`config.mk`:
```
export PLATFORM = sky130hd
export DESIGN_NAME = wrw_top
export DESIGN_NICKNAME = d
export VERILOG_FILES = /design/src/hdl/wrw_pkg.sv /design/src/hdl/wrw_top.sv
export VERILOG_INCLUDE_DIRS = /design/src /design/src/hdl
export SDC_FILE = /design/constraint.sdc
export NUM_CORES = 1
export LEC_CHECK = 0
export BUFFER_PORTS_ARGS = -buffer_cell sky130_fd_sc_hd__buf_4
export CORE_ASPECT_RATIO = 0.9
export CORE_MARGIN = 1
export CORE_UTILIZATION = 35
export CTS_BUF_LIST = sky130_fd_sc_hd__clkbuf_4
export DETAILED_ROUTE_END_ITERATION = 16
export PLACE_DENSITY = 0.69
export SLEW_MARGIN = 15
export SYNTH_ARGS = -nofsm -noshare
export SYNTH_HDL_FRONTEND = slang
export SYNTH_SLANG_ARGS = --single-unit
```
`constraint.sdc`:
```
create_clock -name ref_clk -period 2.1 [get_ports ref_clk]
set_input_delay 0.42 -clock ref_clk [delete_from_list [all_inputs] [get_ports ref_clk]]
set_output_delay 0.42 -clock ref_clk [all_outputs]
set_load 0.03 [all_outputs]
```
`src/hdl/wrw_consts.svh`:
```
`ifndef WRW_CONSTS_SVH
`define WRW_CONSTS_SVH

// ==========================================================================
// Register map
`define WRW_CTRL_OFS        4'h0
`define WRW_ACT_BIT         7
`define WRW_TOP_BIT         6
`define WRW_CTRL_RESET      8'h7f
`define WRW_CNT_ROLL_FROM   7'h40

// ==========================================================================
// Prescaler: 64 oscillator cycles per low stage, 256 low stages per tick
`define WRW_OSC_PER_TICK    16384
`define WRW_PRE_LO_LAST     6'h3f
`define WRW_PRE_HI_LAST     8'hff
`define WRW_PHASE_TB0       8'h3b
`define WRW_PHASE_TB1       8'h35
`define WRW_PHASE_TB2       8'h23
`define WRW_PHASE_TB3       8'h36

// ==========================================================================
// Reset pulse timing
`define WRW_CLK_PERIOD_NS   25
`define WRW_RST_PULSE_NS    30000
`define WRW_RST_CYCLES      (`WRW_RST_PULSE_NS / `WRW_CLK_PERIOD_NS)

`endif

```
`src/hdl/wrw_pkg.sv`:
```
package wrw_pkg;

  // ========================================================================
  // Whole state of the watchdog, registered in one place
  typedef struct packed {
    logic [5:0]  pre_lo;
    logic [7:0]  pre_hi;
    logic [1:0]  tb_last;
    logic        activate;
    logic [6:0]  count;
    logic [10:0] rst_cnt;
    logic        rst_n;
    logic        wait_n;
    logic [31:0] rdata;
    logic        halt_go;
  } wrw_state_t;

endpackage

```
`src/hdl/wrw_top.sv`:
```
// What this block does
// - Count down once per 16384 oscillator cycles
// - Counter runs even while watchdog disabled
// - Active and 40h to 3Fh roll: reset
// - Reset pin held low about 30 microseconds
// - Six low bits set 64 timeout steps
// - After reset the watchdog is inactive unless the option strap is set
// - Once active, only reset deactivates it
// - Write activate with top bit clear: reset
// - Halt while active resets, option gated
// - Option strap makes watchdog always active
// - Counter writes leave shared prescaler untouched
// - Prescaler phase follows timebase select field
// - Activate bit set-only by software writes
// - Hardware option overrides the activate bit
//
// The implementer's own choices: the placing of the registers and the Avalon-MM register port.
`timescale 1ns/10ps
`default_nettype none
`include "wrw_consts.svh"

module wrw_top (
  input  wire logic        ref_clk,
  input  wire logic        sys_rst,
  input  wire logic [3:0]  avs_address,
  input  wire logic        avs_read,
  input  wire logic        avs_write,
  input  wire logic [31:0] avs_writedata,
  input  wire logic [3:0]  avs_byteenable,
  output var  logic [31:0] avs_readdata,
  output var  logic        avs_waitrequest,
  input  wire logic [1:0]  timebase_select,
  input  wire logic        hw_watchdog_option,
  input  wire logic        halt_reset_option,
  input  wire logic        halt_request,
  output var  logic        halt_enter,
  output var  logic        wdg_reset_n,
  output var  logic        watchdog_active
);

  // ========================================================================
  // State
  wrw_pkg::wrw_state_t state_reg;
  wrw_pkg::wrw_state_t state_next;

  logic       hit;
  logic       wr_hit;
  logic       tick;
  logic       active;
  logic       active_after;
  logic       fire;
  logic [7:0] phase;

  // ========================================================================
  // Decode and prescaler taps
  always_comb begin
    hit    = (avs_address == `WRW_CTRL_OFS);
    // Write lands on the edge that answers it, not when it is first seen
    wr_hit = avs_write && state_reg.wait_n && hit && avs_byteenable[0];
    tick   = (state_reg.pre_lo == `WRW_PRE_LO_LAST) &&
             (state_reg.pre_hi == `WRW_PRE_HI_LAST);
    active = state_reg.activate || hw_watchdog_option;
    unique case (timebase_select)
      2'h0: phase = `WRW_PHASE_TB0;
      2'h1: phase = `WRW_PHASE_TB1;
      2'h2: phase = `WRW_PHASE_TB2;
      2'h3: phase = `WRW_PHASE_TB3;
    endcase
  end

  // ========================================================================
  // Next state
  always_comb begin
    state_next = state_reg;
    fire       = 1'b0;

    // Prescaler is shared timebase logic; bus writes never touch it
    state_next.pre_lo  = state_reg.pre_lo + 6'h01;
    state_next.tb_last = timebase_select;
    if (state_reg.pre_lo == `WRW_PRE_LO_LAST) begin
      state_next.pre_hi = state_reg.pre_hi + 8'h01;
    end
    // Timebase change reloads the upper stage, shifting the tick phase
    if (timebase_select != state_reg.tb_last) begin
      state_next.pre_hi = phase;
    end

    // Free-running count regardless of activation
    if (tick) begin
      state_next.count = state_reg.count - 7'h01;
      if (active && state_reg.count == `WRW_CNT_ROLL_FROM) begin
        fire = 1'b1;
      end
    end

    // Register write: activate only ever sets, counter loads
    active_after = active;
    if (wr_hit) begin
      state_next.count = avs_writedata[`WRW_TOP_BIT:0];
      if (avs_writedata[`WRW_ACT_BIT]) begin
        state_next.activate = 1'b1;
      end
      active_after = active || avs_writedata[`WRW_ACT_BIT];
      if (active_after && !avs_writedata[`WRW_TOP_BIT]) begin
        fire = 1'b1;
      end
    end

    // Halt while active becomes a reset when the option allows it
    state_next.halt_go = 1'b0;
    if (halt_request) begin
      if (active && halt_reset_option) begin
        fire = 1'b1;
      end else begin
        state_next.halt_go = 1'b1;
      end
    end

    // Reset pulse; a second trigger during the pulse is absorbed
    if (state_reg.rst_cnt != 11'h000) begin
      state_next.rst_cnt = state_reg.rst_cnt - 11'h001;
      state_next.rst_n   = (state_reg.rst_cnt == 11'h001);
    end else if (fire) begin
      state_next.rst_cnt = 11'(`WRW_RST_CYCLES);
      state_next.rst_n   = 1'b0;
    end

    // Avalon slave: one wait cycle, answer on the following edge
    state_next.wait_n = 1'b0;
    if ((avs_read || avs_write) && !state_reg.wait_n) begin
      state_next.wait_n = 1'b1;
      state_next.rdata  = 32'h0000_0000;
      if (avs_read && hit) begin
        state_next.rdata[7:0] = {active, state_reg.count};
      end
    end
  end

  // ========================================================================
  // Registers
  always_ff @(posedge ref_clk) begin
    if (sys_rst) begin
      state_reg          <= '0;
      state_reg.activate <= 1'b0;
      state_reg.count    <= 7'(`WRW_CTRL_RESET);
      state_reg.rst_n    <= 1'b1;
    end else begin
      state_reg <= state_next;
    end
  end

  // ========================================================================
  // Outputs, all straight from state flops
  always_comb begin
    avs_readdata    = state_reg.rdata;
    avs_waitrequest = !state_reg.wait_n;
    halt_enter      = state_reg.halt_go;
    wdg_reset_n     = state_reg.rst_n;
    watchdog_active = state_reg.activate;
  end

endmodule
`default_nettype wire
```
* After elaboration in Yosys (flattened, before gate mapping) *
Index checks and enable logic that the tools add are counted.

storage, ports and cells
  input port bits = 49
  bits in registers = 46

operators by class
  eq/ne operators = 8
  muxes and demuxes = 16
  add/subtract/negate cells = 4
  bitwise gates (word level) = 1
  reductions and logical operators = 22

operator list
  kind                   count
  $mux 33                1
  $pmux 8 s4             1
  $mux 12                2
  $mux 8                 3
  $mux 7                 2
  $eq 11x1->1 const B    1
  $reduce_bool 11->1     1
  $sub 11x1->11 const B  1
  $logic_and 1x1->1      9
  $add 8x1->8 const B    1
  $eq 8x8->1 const B     1
  $eq 7x7->1 const B     1
  $mux 1                 7
  $sub 7x1->7 const B    1
  $add 6x1->6 const B    1
  $eq 6x6->1 const B     1
  $reduce_bool 2->1      3
  $eq 2x2->1 const B     2
  $logic_not 4->1        1
  $logic_or 1x1->1       3
  $eq 2x1->1 const B     1
  $logic_not 1->1        2
  $logic_not 2->1        1
  $ne 2x2->1             1
  3 further kinds        3

* Logic depth before layout (Yosys ltp) *
Gate-level depths: netlist of the first run.

  depth after elaboration = 10
  gate-level depth with buffers = 7
  mapped depth without buffers = 7

* Worst setup path after synthesis of the first run *
Ideal clock, no wire load.

  path type = reg-to-reg
  start point = register state_reg[56] in the netlist's numbering
  end point = register state_reg[39] in the netlist's numbering
  period minus slack after synthesis = 2.046 ns
  data arrival time = 1.923 ns
  data required time = 1.977 ns
  path slack = 0.054 ns
  stages on the path, launching flop included = 7
  path buffers = 0
  path through = dfxtp_1 > ha_1 > nand2_1 > or2_2 > or4_4 > a21oi_1 > mux2_1

between the ends
  cells in the longest elaborated chain, start to end = 8

RTL lines
  item                           RTL line        text
  start: declaration             wrw_top.sv:43   wrw_pkg::wrw_state_t state_reg;
  start signal: assignment       wrw_top.sv:148  state_reg <= state_next;
  $eq 8x8->1 (no line) *         --
  $logic_and 1x1->1 *            wrw_top.sv:60   tick = (state_reg.pre_lo == `WRW_PRE_LO_LAST) &&
  $mux 1 *                       wrw_top.sv:89   if (tick) begin
  $mux 1                         wrw_top.sv:104  if (active_after && !avs_writedata[`WRW_TOP_BIT]) begin
  $mux 1 *                       wrw_top.sv:98   if (wr_hit) begin
  $mux 1                         wrw_top.sv:112  if (active && halt_reset_option) begin
  $mux 1 *                       wrw_top.sv:111  if (halt_request) begin
  $reduce_bool 2->1 (no line) *  --

Every way passes the cells marked *; elsewhere a longest branch is shown, timed or not.
A chain may end at the register's enable or synchronous reset.

* Final worst setup path of the first run *
Ends and elaborated chain as after synthesis.

==> impl_metrics.toml, run 1 <==
[setup_path]
r2r_slack_ns = 0.08
critical_path_buf_inv_count = 0
path_class = "reg2reg"
cpMaxStageDelayCell = "or4_4"
end_kind = "register"
critPathArrivalTime_ns = 2.29
critPathLaunchType = "register"
cp.required_ns = 2.37
cp_top_family = "simple AND/OR/NAND/NOR gates"
crit_path_max_fanout = 5
crit_chain = "ha_1 > nand2_1 > or2_2 > or4_4 > a21oi_2 > mux2_1"
critPathMaxStageDelay_ns = 0.53

[global_routing]
grt-ovfl-total = 0
grt_usage_pct = 13.1
grt_pass1_wl_um = 7240
grt_pass1_vias = 1667
antenna_found_initial = 0
grt_max_degree = 49

[floorplanning]
start_util_pct = 36.4
die_y_um = 80.6
dieArea_mm2 = 0.00719
die_w_um = 89.3
num_io_pins = 85
coreArea_mm2 = 0.00659
num_rows = 28

[timing]
setup_violations = 0
post-route-min-period_ns = 2.02
worstMarginPinSlew_ns = 0.581
setup_ws_ns = 0.0811
fin_hold_ws_ns = 0.209
fin_crit_sh_pct = 96.1
max_freq_ghz = 0.495
rsz0062_at_grt = "no"
fin_skew_ns = 0.0179
relSlewSlack_pct = 61.0
finalMaxSlewViolations = 0
finalHoldViolations = 0

[layout]
area_growth_pct = 13.7
largest_register_ff_count = 35
fin_nets = 363
multiInputGateArea_mm2 = 0.00127
n_antenna_cell = 0
regArea_um2 = 922
drive_gt1_share_pct = 22.7
postLayoutCoreUtil_pct = 41.4
fillers = 677

[yosys]
synth_ff_type = "dfxtp_1"
ys_seq_area_share_pct = 38.4
async_reset_ff_share_pct = 0
synth.area.top_cells = "dfxtp_1 38%, buf_4 10%, nor2_1 5.2%, xor2_1 4.4%, xnor2_1 3.6%"
synthCells = 274
yosys.cell_count.top_type = "dfxtp_1"
yosysWarnings = 0
synth_area_per_cell_um2 = 8.76
synth-seq-cells = 46
yosysTopAreaCell = "dfxtp_1"
ys_types = 49
synth.top_cell.area_share_pct = 38.4
synth_common_cells = "46 x dfxtp_1, 33 x buf_4, 33 x nor2_1, 15 x nor3_1, 14 x a21oi_1"
netlist_area_mm2 = 0.00240
synth_edf_count = 0

[power]
ir_worst_vdd_mv = 0.280
switching_share_pct = 36.5
power_frac_seq_pct = 46.2
p_int_mw = 1.52
p_sw_uw = 875
pwr_density_cell_mw_per_mm2 = 880
total_power_mw = 2.40
combinationalPowerShare_pct = 36.3
clock_power_share_pct = 17.5
power.leakage_nw = 1.15

[placement]
port_buffers = 33
dp_slack_ns = -0.00438
place.gp.congestion = 0.783
dp_hpwl_um = 3390

[hold_path]
hold_class = "in2reg"

[drt]
antenna_left = 0
wirelength_um = 4550
via_per_inst = 4.74
via_count = 1890
drt_iter0_drc = 75
drc = 0
first_pass_iters = 4
wire_per_inst_um = 11.4

[outcome]
status = "finished, final reports clean"

[clock_tree]
clkLatencyLatePin_ns = 0.37
clock-sinks = 46
postCtsSetupBuffers = 0
path_clk_slew_ns = 0.14
cts_made_buffers = 5
cts_root_buf = "clkbuf_4"
cts.path.max_buffers = 2
cts_tree = "yes"
htreeDepth = 2

[run]
cap_violations = 0
cells in the final DEF (no fill, tap or decap), types with 5 or more instances in the layout:
master,instances
a211oi_1,5
a21oi_1,13
a22oi_1,8
buf_4,45
clkbuf_4,5
conb_1,24
dfxtp_1,45
ha_1,6
inv_1,6
nand2_1,12
nand3_1,7
nand4_1,6
nor2_1,33
nor2b_1,6
nor3_1,15
xnor2_1,10
xor2_1,12
cells by family after synthesis:
kind of cell / Yosys count / share of synthesized area [%]
and+or+nand+nor: 113 / 26.5
xor gates and xnor gates: 22 / 8.03
AOI/OAI and AO/OA: 34 / 9.12
other: 1 / 0.156
muxes: 5 / 2.19
buffers and inverters: 47 / 12.5
DFF: 46 / 38.4
adders and majority gates: 6 / 3.13
path summary, 6_finish.rpt:
kind	startpoint	end	depth (start not counted)
worst min register to register	state_reg[64]	state_reg[64]	1
worst min-delay path	halt_reset_option	halt_enter	2
worst max-delay path	state_reg[56]	state_reg[39]	6
worst max register to register	state_reg[56]	state_reg[39]	6
worst reg2reg max path: stages, from the launching register on:
cell and delay (ns):
dfxtp_1 0.36, ha_1 0.18, nand2_1 0.07, or2_2 0.29, or4_4 0.53, a21oi_2 0.17
mux2_1 0.32
power by group through the flow:
stage / Sequential [mW] / Clock (mW) / Combinational, mW
after global routing: 1.13 / 0.465 / 0.971
after CTS: 1.11 / 0.438 / 0.862
after global placement: 1.12 / 0 / 0.843
after detailed placement: 1.12 / 0 / 0.856
final: 1.11 / 0.420 / 0.870
after floorplan: 1.12 / 0 / 0.650
repair_timing:
| item | CTS | global route |
|---|---|---|
| gates resized for setup | 1 | 3 |
| hold buffers | 0 | 0 |
| pin swaps | 0 | 0 |
| setup endpoints to repair | 1 | 2 |
layout make-up:
type                            count  share of cell area [%]
Clock buffer                        5                    1.38
Clock inverter                      3                   0.780
Inverter                            6                   0.826
Multi-Input combinational cell    204                    46.7
Sequential cell                    46                    33.8
Tap cell                           90                    4.13
Timing Repair Buffer               45                    12.4
per-stage QoR:
stage,TNS (ns),instances,area (um2)
CTS,0,399,2720
floorplan,0,297,2490
detailed placement,-0.00438,391,2660
finish,0,399,2730
global route,0,399,2730
global placement,0,391,2660
per-layer routing:
metal  up-vias  GRT usage (%)  part of all wire, %
li1        968              -                    -
met3         6           3.80                  4.1
met4         0           5.40                  1.3
met5         -              0                    0
met2        42           21.8                   46
met1       874           15.7                   49
No activity file was read; power rests on OpenSTA's default activity.
==> inputs of run 2 (changes only) <==
- REMOVE_ABC_BUFFERS: not set -> 1
==> run 2 against run 1 <==
Effect of this change: via count rose by 0.95%; combinational power grew 4.0%; worst setup slack improved by 0.010 ns; power up 7.1%; sequential power is essentially flat; sequential cell count unchanged; clock skew grew 0.0016 ns; cell area up 1.6%; first-iteration DRC count is 31% higher; largest power group unchanged.
==> impl_metrics.toml, run 2 (synthesized netlist as in run 1, its figures left out) <==
[drt]
via_count = 1908
wire_per_inst_um = 11.5
antenna_left = 0
first_pass_iters = 4
wirelength_um = 4580
via_per_inst = 4.77
drt_iter0_drc = 98
drc = 0

[clock_tree]
clkLatencyLatePin_ns = 0.37
cts_root_buf = "clkbuf_4"
htreeDepth = 2
cts_tree = "yes"
cts_made_buffers = 5
cts_hold_buf = 0
clock-sinks = 46
path_clk_slew_ns = 0.14
cts.path.max_buffers = 2

[floorplanning]
die_w_um = 89.3
num_io_pins = 85
dieArea_mm2 = 0.00719
coreArea_mm2 = 0.00659
num_rows = 28
start_util_pct = 36.4
die_y_um = 80.6

[setup_path]
end_kind = "register"
critPathLaunchType = "register"
path_class = "reg2reg"
crit_path_max_fanout = 5
critPathArrivalTime_ns = 2.28
cp.required_ns = 2.38

[power]
power_frac_seq_pct = 43.3
ir_worst_vdd_mv = 0.303
total_power_mw = 2.57
p_int_mw = 1.65
power.leakage_nw = 1.17
pwr_density_cell_mw_per_mm2 = 928
combinationalPowerShare_pct = 35.2
p_sw_uw = 916
switching_share_pct = 35.6
clock_power_share_pct = 21.5

[run]
cap_violations = 0

[layout]
largest_register_ff_count = 35
fin_nets = 364
layout_common_cells = "46 x buf_4, 45 x dfxtp_1, 33 x nor2_1"
postLayoutCoreUtil_pct = 42.1
fin_cells = 400
n_antenna_cell = 0
drive_gt1_share_pct = 23.5
area_growth_pct = 15.4
mostFrequentLayoutCell = "buf_4"

[placement]
dp_slack_ns = 0.0410
port_buffers = 33
place_inst = 392
place.gp.congestion = 0.767
dp_hpwl_um = 3330

[global_routing]
grt_pass1_vias = 1697
grt_pass1_wl_um = 7410
grt_max_degree = 49
grt-ovfl-total = 0
grt_usage_pct = 13.6
antenna_found_initial = 0

[hold_path]
hold_class = "in2reg"

[timing]
setup_ws_ns = 0.0912
setup_violations = 0
post-route-min-period_ns = 2.01
max_freq_ghz = 0.498
worstMarginPinSlew_ns = 0.639
fin_skew_ns = 0.0195
fin_crit_sh_pct = 95.7
finalMaxSlewViolations = 0
relSlewSlack_pct = 57.1
finalHoldViolations = 0
setup-tns-final_ns = 0

[outcome]
status = "finished, final reports clean"
-- run 2: changes by cell type in the layout (fill, tap and decap cells not counted) --
cell | before | now
bufinv_16 | 0 | 1
a221oi_2 | 0 | 2
inv_6 | 0 | 1
buf_4 | 45 | 46
clkinvlp_4 | 1 | 0
a221oi_1 | 2 | 0
clkinv_4 | 1 | 0
-- run 2: routing by layer --
metal | routed length, um | global-route usage (%)
met2 | 2100 | 22.1
met1 | 2190 | 16.6
met4 | 72 | 5.24
met3 | 223 | 4.32
met5 | 0 | 0
-- run 2: power by group through the flow --
stage,sequential [mW],clock [mW],combinational [mW]
6_report,1.11,0.552,0.905
5_1_grt,1.13,0.604,1.00
4_1_cts,1.11,0.561,0.866
3_5_place_dp,1.13,0,0.857
3_3_place_gp,1.12,0,0.841
2_1_floorplan,1.12,0,0.597
-- run 2: critical path, cell delays in order, from the launching register on --
cell and delay, ns:
dfxtp_1 0.36, ha_1 0.17, nand2_1 0.08, or2_2 0.29, or4_4 0.53, a21oi_2 0.16, mux2_1 0.32
-- run 2: metrics by stage --
stage	instance area, um2	hold WS [ns]
finish	2770	0.207
global route	2770	0.182
CTS	2750	0.196
detailed placement	2670	0.440
global placement	2670	0.425
floorplan	2210	0.408
-- run 2: area by class of cell --
class	instances	area [um2]
flip-flops and latches	46	922
clock buffers	5	37.5
inverters	6	22.5
multi-input cells	204	1290
repair buffers	46	345
clock inverters	3	43.8
fillers	662	3820
well taps	90	113
-- run 2: repair_timing --
item / in CTS / in global routing
endpoints found under the setup margin: 0 / 3
resized for setup: 0 / 5
buffers inserted: 0 / 0
-- run 2: final timing paths --
| path | from | endpoint | slack, ns | depth (start not counted) |
|---|---|---|---|---|
| worst min-delay path | halt_reset_option | halt_enter | 0.21 | 2 |
| worst max-delay path | state_reg[57] | state_reg[39] | 0.09 | 6 |
| worst min register to register | state_reg[64] | state_reg[64] | 0.45 | 1 |
| worst max register to register | state_reg[57] | state_reg[39] | 0.09 | 6 |
==> inputs of run 3 (changes only) <==
- BUFFER_PORTS_ARGS: -buffer_cell sky130_fd_sc_hd__buf_4 -> not set
- DONT_BUFFER_PORTS: not set -> 1
- PLACE_DENSITY: 0.69 -> 0.58
==> run 3 against run 2 <==
Effect of this change: critical path depth unchanged; core utilization decreased by 4.1 points; die area unchanged; sequential power about the same; count of clock-buffer cells in the layout unchanged; combinational power decreased by 9.6%; cell area decreased by 9.8%; sequential share of layout area increased by 3.7 points; power decreased by 7.2%; critical path type unchanged.
==> impl_metrics.toml, run 3 (synthesized netlist as in run 1, its figures left out) <==
[floorplanning]
dieArea_mm2 = 0.00719
die_y_um = 80.6
coreArea_mm2 = 0.00659
die_w_um = 89.3
num_rows = 28
start_util_pct = 36.4
num_io_pins = 85

[setup_path]
crit_path_end = "state_reg[39]"
crit_start = "state_reg[64]"
end_kind = "register"
cpMaxStageDelayCell = "or4_4"
critPathArrivalTime_ns = 2.25
cp.required_ns = 2.34
crit_chain = "ha_1 > and3_2 > nand4_4 > or4_4 > a21oi_2 > mux2_1"
r2r_slack_ns = 0.09
critPathMaxStageDelay_ns = 0.57
critPathLaunchType = "register"
reg2reg_to = "state_reg[39]"
crit_path_max_fanout = 5
reg2reg_depth = 6
reg2reg_from = "state_reg[64]"
path_class = "reg2reg"

[global_routing]
antenna_found_initial = 0
grt-ovfl-total = 0
met1_usage_pct = 17.1
grt_use_met3_pct = 4.62
grt_pass1_wl_um = 7200
grt_pass1_vias = 1600
grt_use_met2_pct = 19.8
grt_usage_pct = 13.0
grt-busiest-layer = "met2"
grt_max_degree = 49

[layout]
area_growth_pct = 4.07
fin_area_mm2 = 0.00250
layout_common_cells = "43 x dfxtp_1, 33 x nor2_1, 24 x conb_1"
fillers = 669
n_antenna_cell = 0
mostFrequentLayoutCell = "dfxtp_1"
largest_register_ff_count = 35
fin_nets = 332
drive_gt1_share_pct = 14.7

[clock_tree]
path_clk_slew_ns = 0.14
cts_tree = "yes"
clkLatencyLatePin_ns = 0.36
cts.path.max_buffers = 2
cts_made_buffers = 5
clock-sinks = 46
cts_hold_buf = 0
htreeDepth = 2
cts_root_buf = "clkbuf_4"

[timing]
max_freq_ghz = 0.498
rsz0062_at_grt = "no"
setup_violations = 0
post-route-min-period_ns = 2.01
fin_crit_sh_pct = 95.6
finalHoldViolations = 0
worstMarginPinSlew_ns = 0.669
fin_hold_ws_ns = 0.116
relSlewSlack_pct = 55.1
setup-tns-final_ns = 0
fin_skew_ns = 0.0282
setup_ws_ns = 0.0929
finalMaxSlewViolations = 0

[placement]
dp_hpwl_um = 3260
dp_slack_ns = 0.0231
place.gp.congestion = 0.812
port_buffers = 0
place_area_mm2 = 0.00243

[power]
power.leakage_nw = 0.992
ir_worst_vdd_mv = 0.261
pwr_density_cell_mw_per_mm2 = 955

[outcome]
status = "finished, final reports clean"

[drt]
via_count = 1775
antenna_left = 0
wirelength_um = 4510
drc = 0
via_per_inst = 4.82
drt_iter0_drc = 77
first_pass_iters = 4
wire_per_inst_um = 12.3

[hold_path]
worstHoldStart = "sys_rst"
hold_class = "in2reg"

[run]
cap_violations = 0
==> run 3: worst min-delay path by stage <==
stage / endpoint / slack, ns / cells past startpoint
after floorplan: state_reg[64] / 0.41 / 1
after global placement: state_reg[64] / 0.42 / 1
after detailed placement: state_reg[64] / 0.44 / 1
after CTS: avs_readdata[3] / 0.08 / 1
after global routing: avs_readdata[3] / 0.04 / 1
final: state_reg[55] / 0.12 / 1
==> run 3: power by group <==
part	total, mW	switching (mW)	leakage, nW	internal (mW)
registers	1.13	0.134	0.378	0.993
clock network	0.440	0.303	0.0318	0.137
logic	0.818	0.434	0.583	0.384
total	2.38	0.871	0.992	1.51
==> run 3: critical path: cells and delay by family, from the launching register on <==
kind / cells / cell delay, ns
flip-flops: 1 / 0.36
AO/OA/AOI/OAI: 1 / 0.17
adder cells (fa/ha/maj): 1 / 0.18
multiplexers: 1 / 0.32
AND/OR/NAND/NOR: 3 / 0.88
==> run 3: what timing repair did <==
| item | CTS | global route |
|---|---|---|
| buffers inserted | 0 | 0 |
| endpoints found under the setup margin | 0 | 3 |
| resized for setup | 0 | 5 |
==> run 3: cell type report <==
class,count,area (um2),share of cell area (%)
flip-flops and latches,46,925,37.0
inverters,6,22.5,0.902
repair buffers,14,105,4.21
multi-input cells,204,1270,50.9
clock buffers,5,37.5,1.50
clock inverters,3,25.0,1.00
well taps,90,113,4.51
==> run 3: per-stage QoR <==
step / power, mW / cells / utilization (%)
after global placement: 1.93 / 360 / 36.8
final: 2.38 / 368 / 37.9
after floorplan: 1.72 / 256 / -
after detailed placement: 1.95 / 360 / 36.8
after global routing: 2.57 / 368 / 37.9
after CTS: 2.41 / 368 / 37.8
==> run 3: per-layer routing <==
metal / up-vias / wire length (um)
met5: - / 0
met4: 0 / 29
met3: 4 / 252
met2: 49 / 1940
met1: 814 / 2290
li1: 908 / -
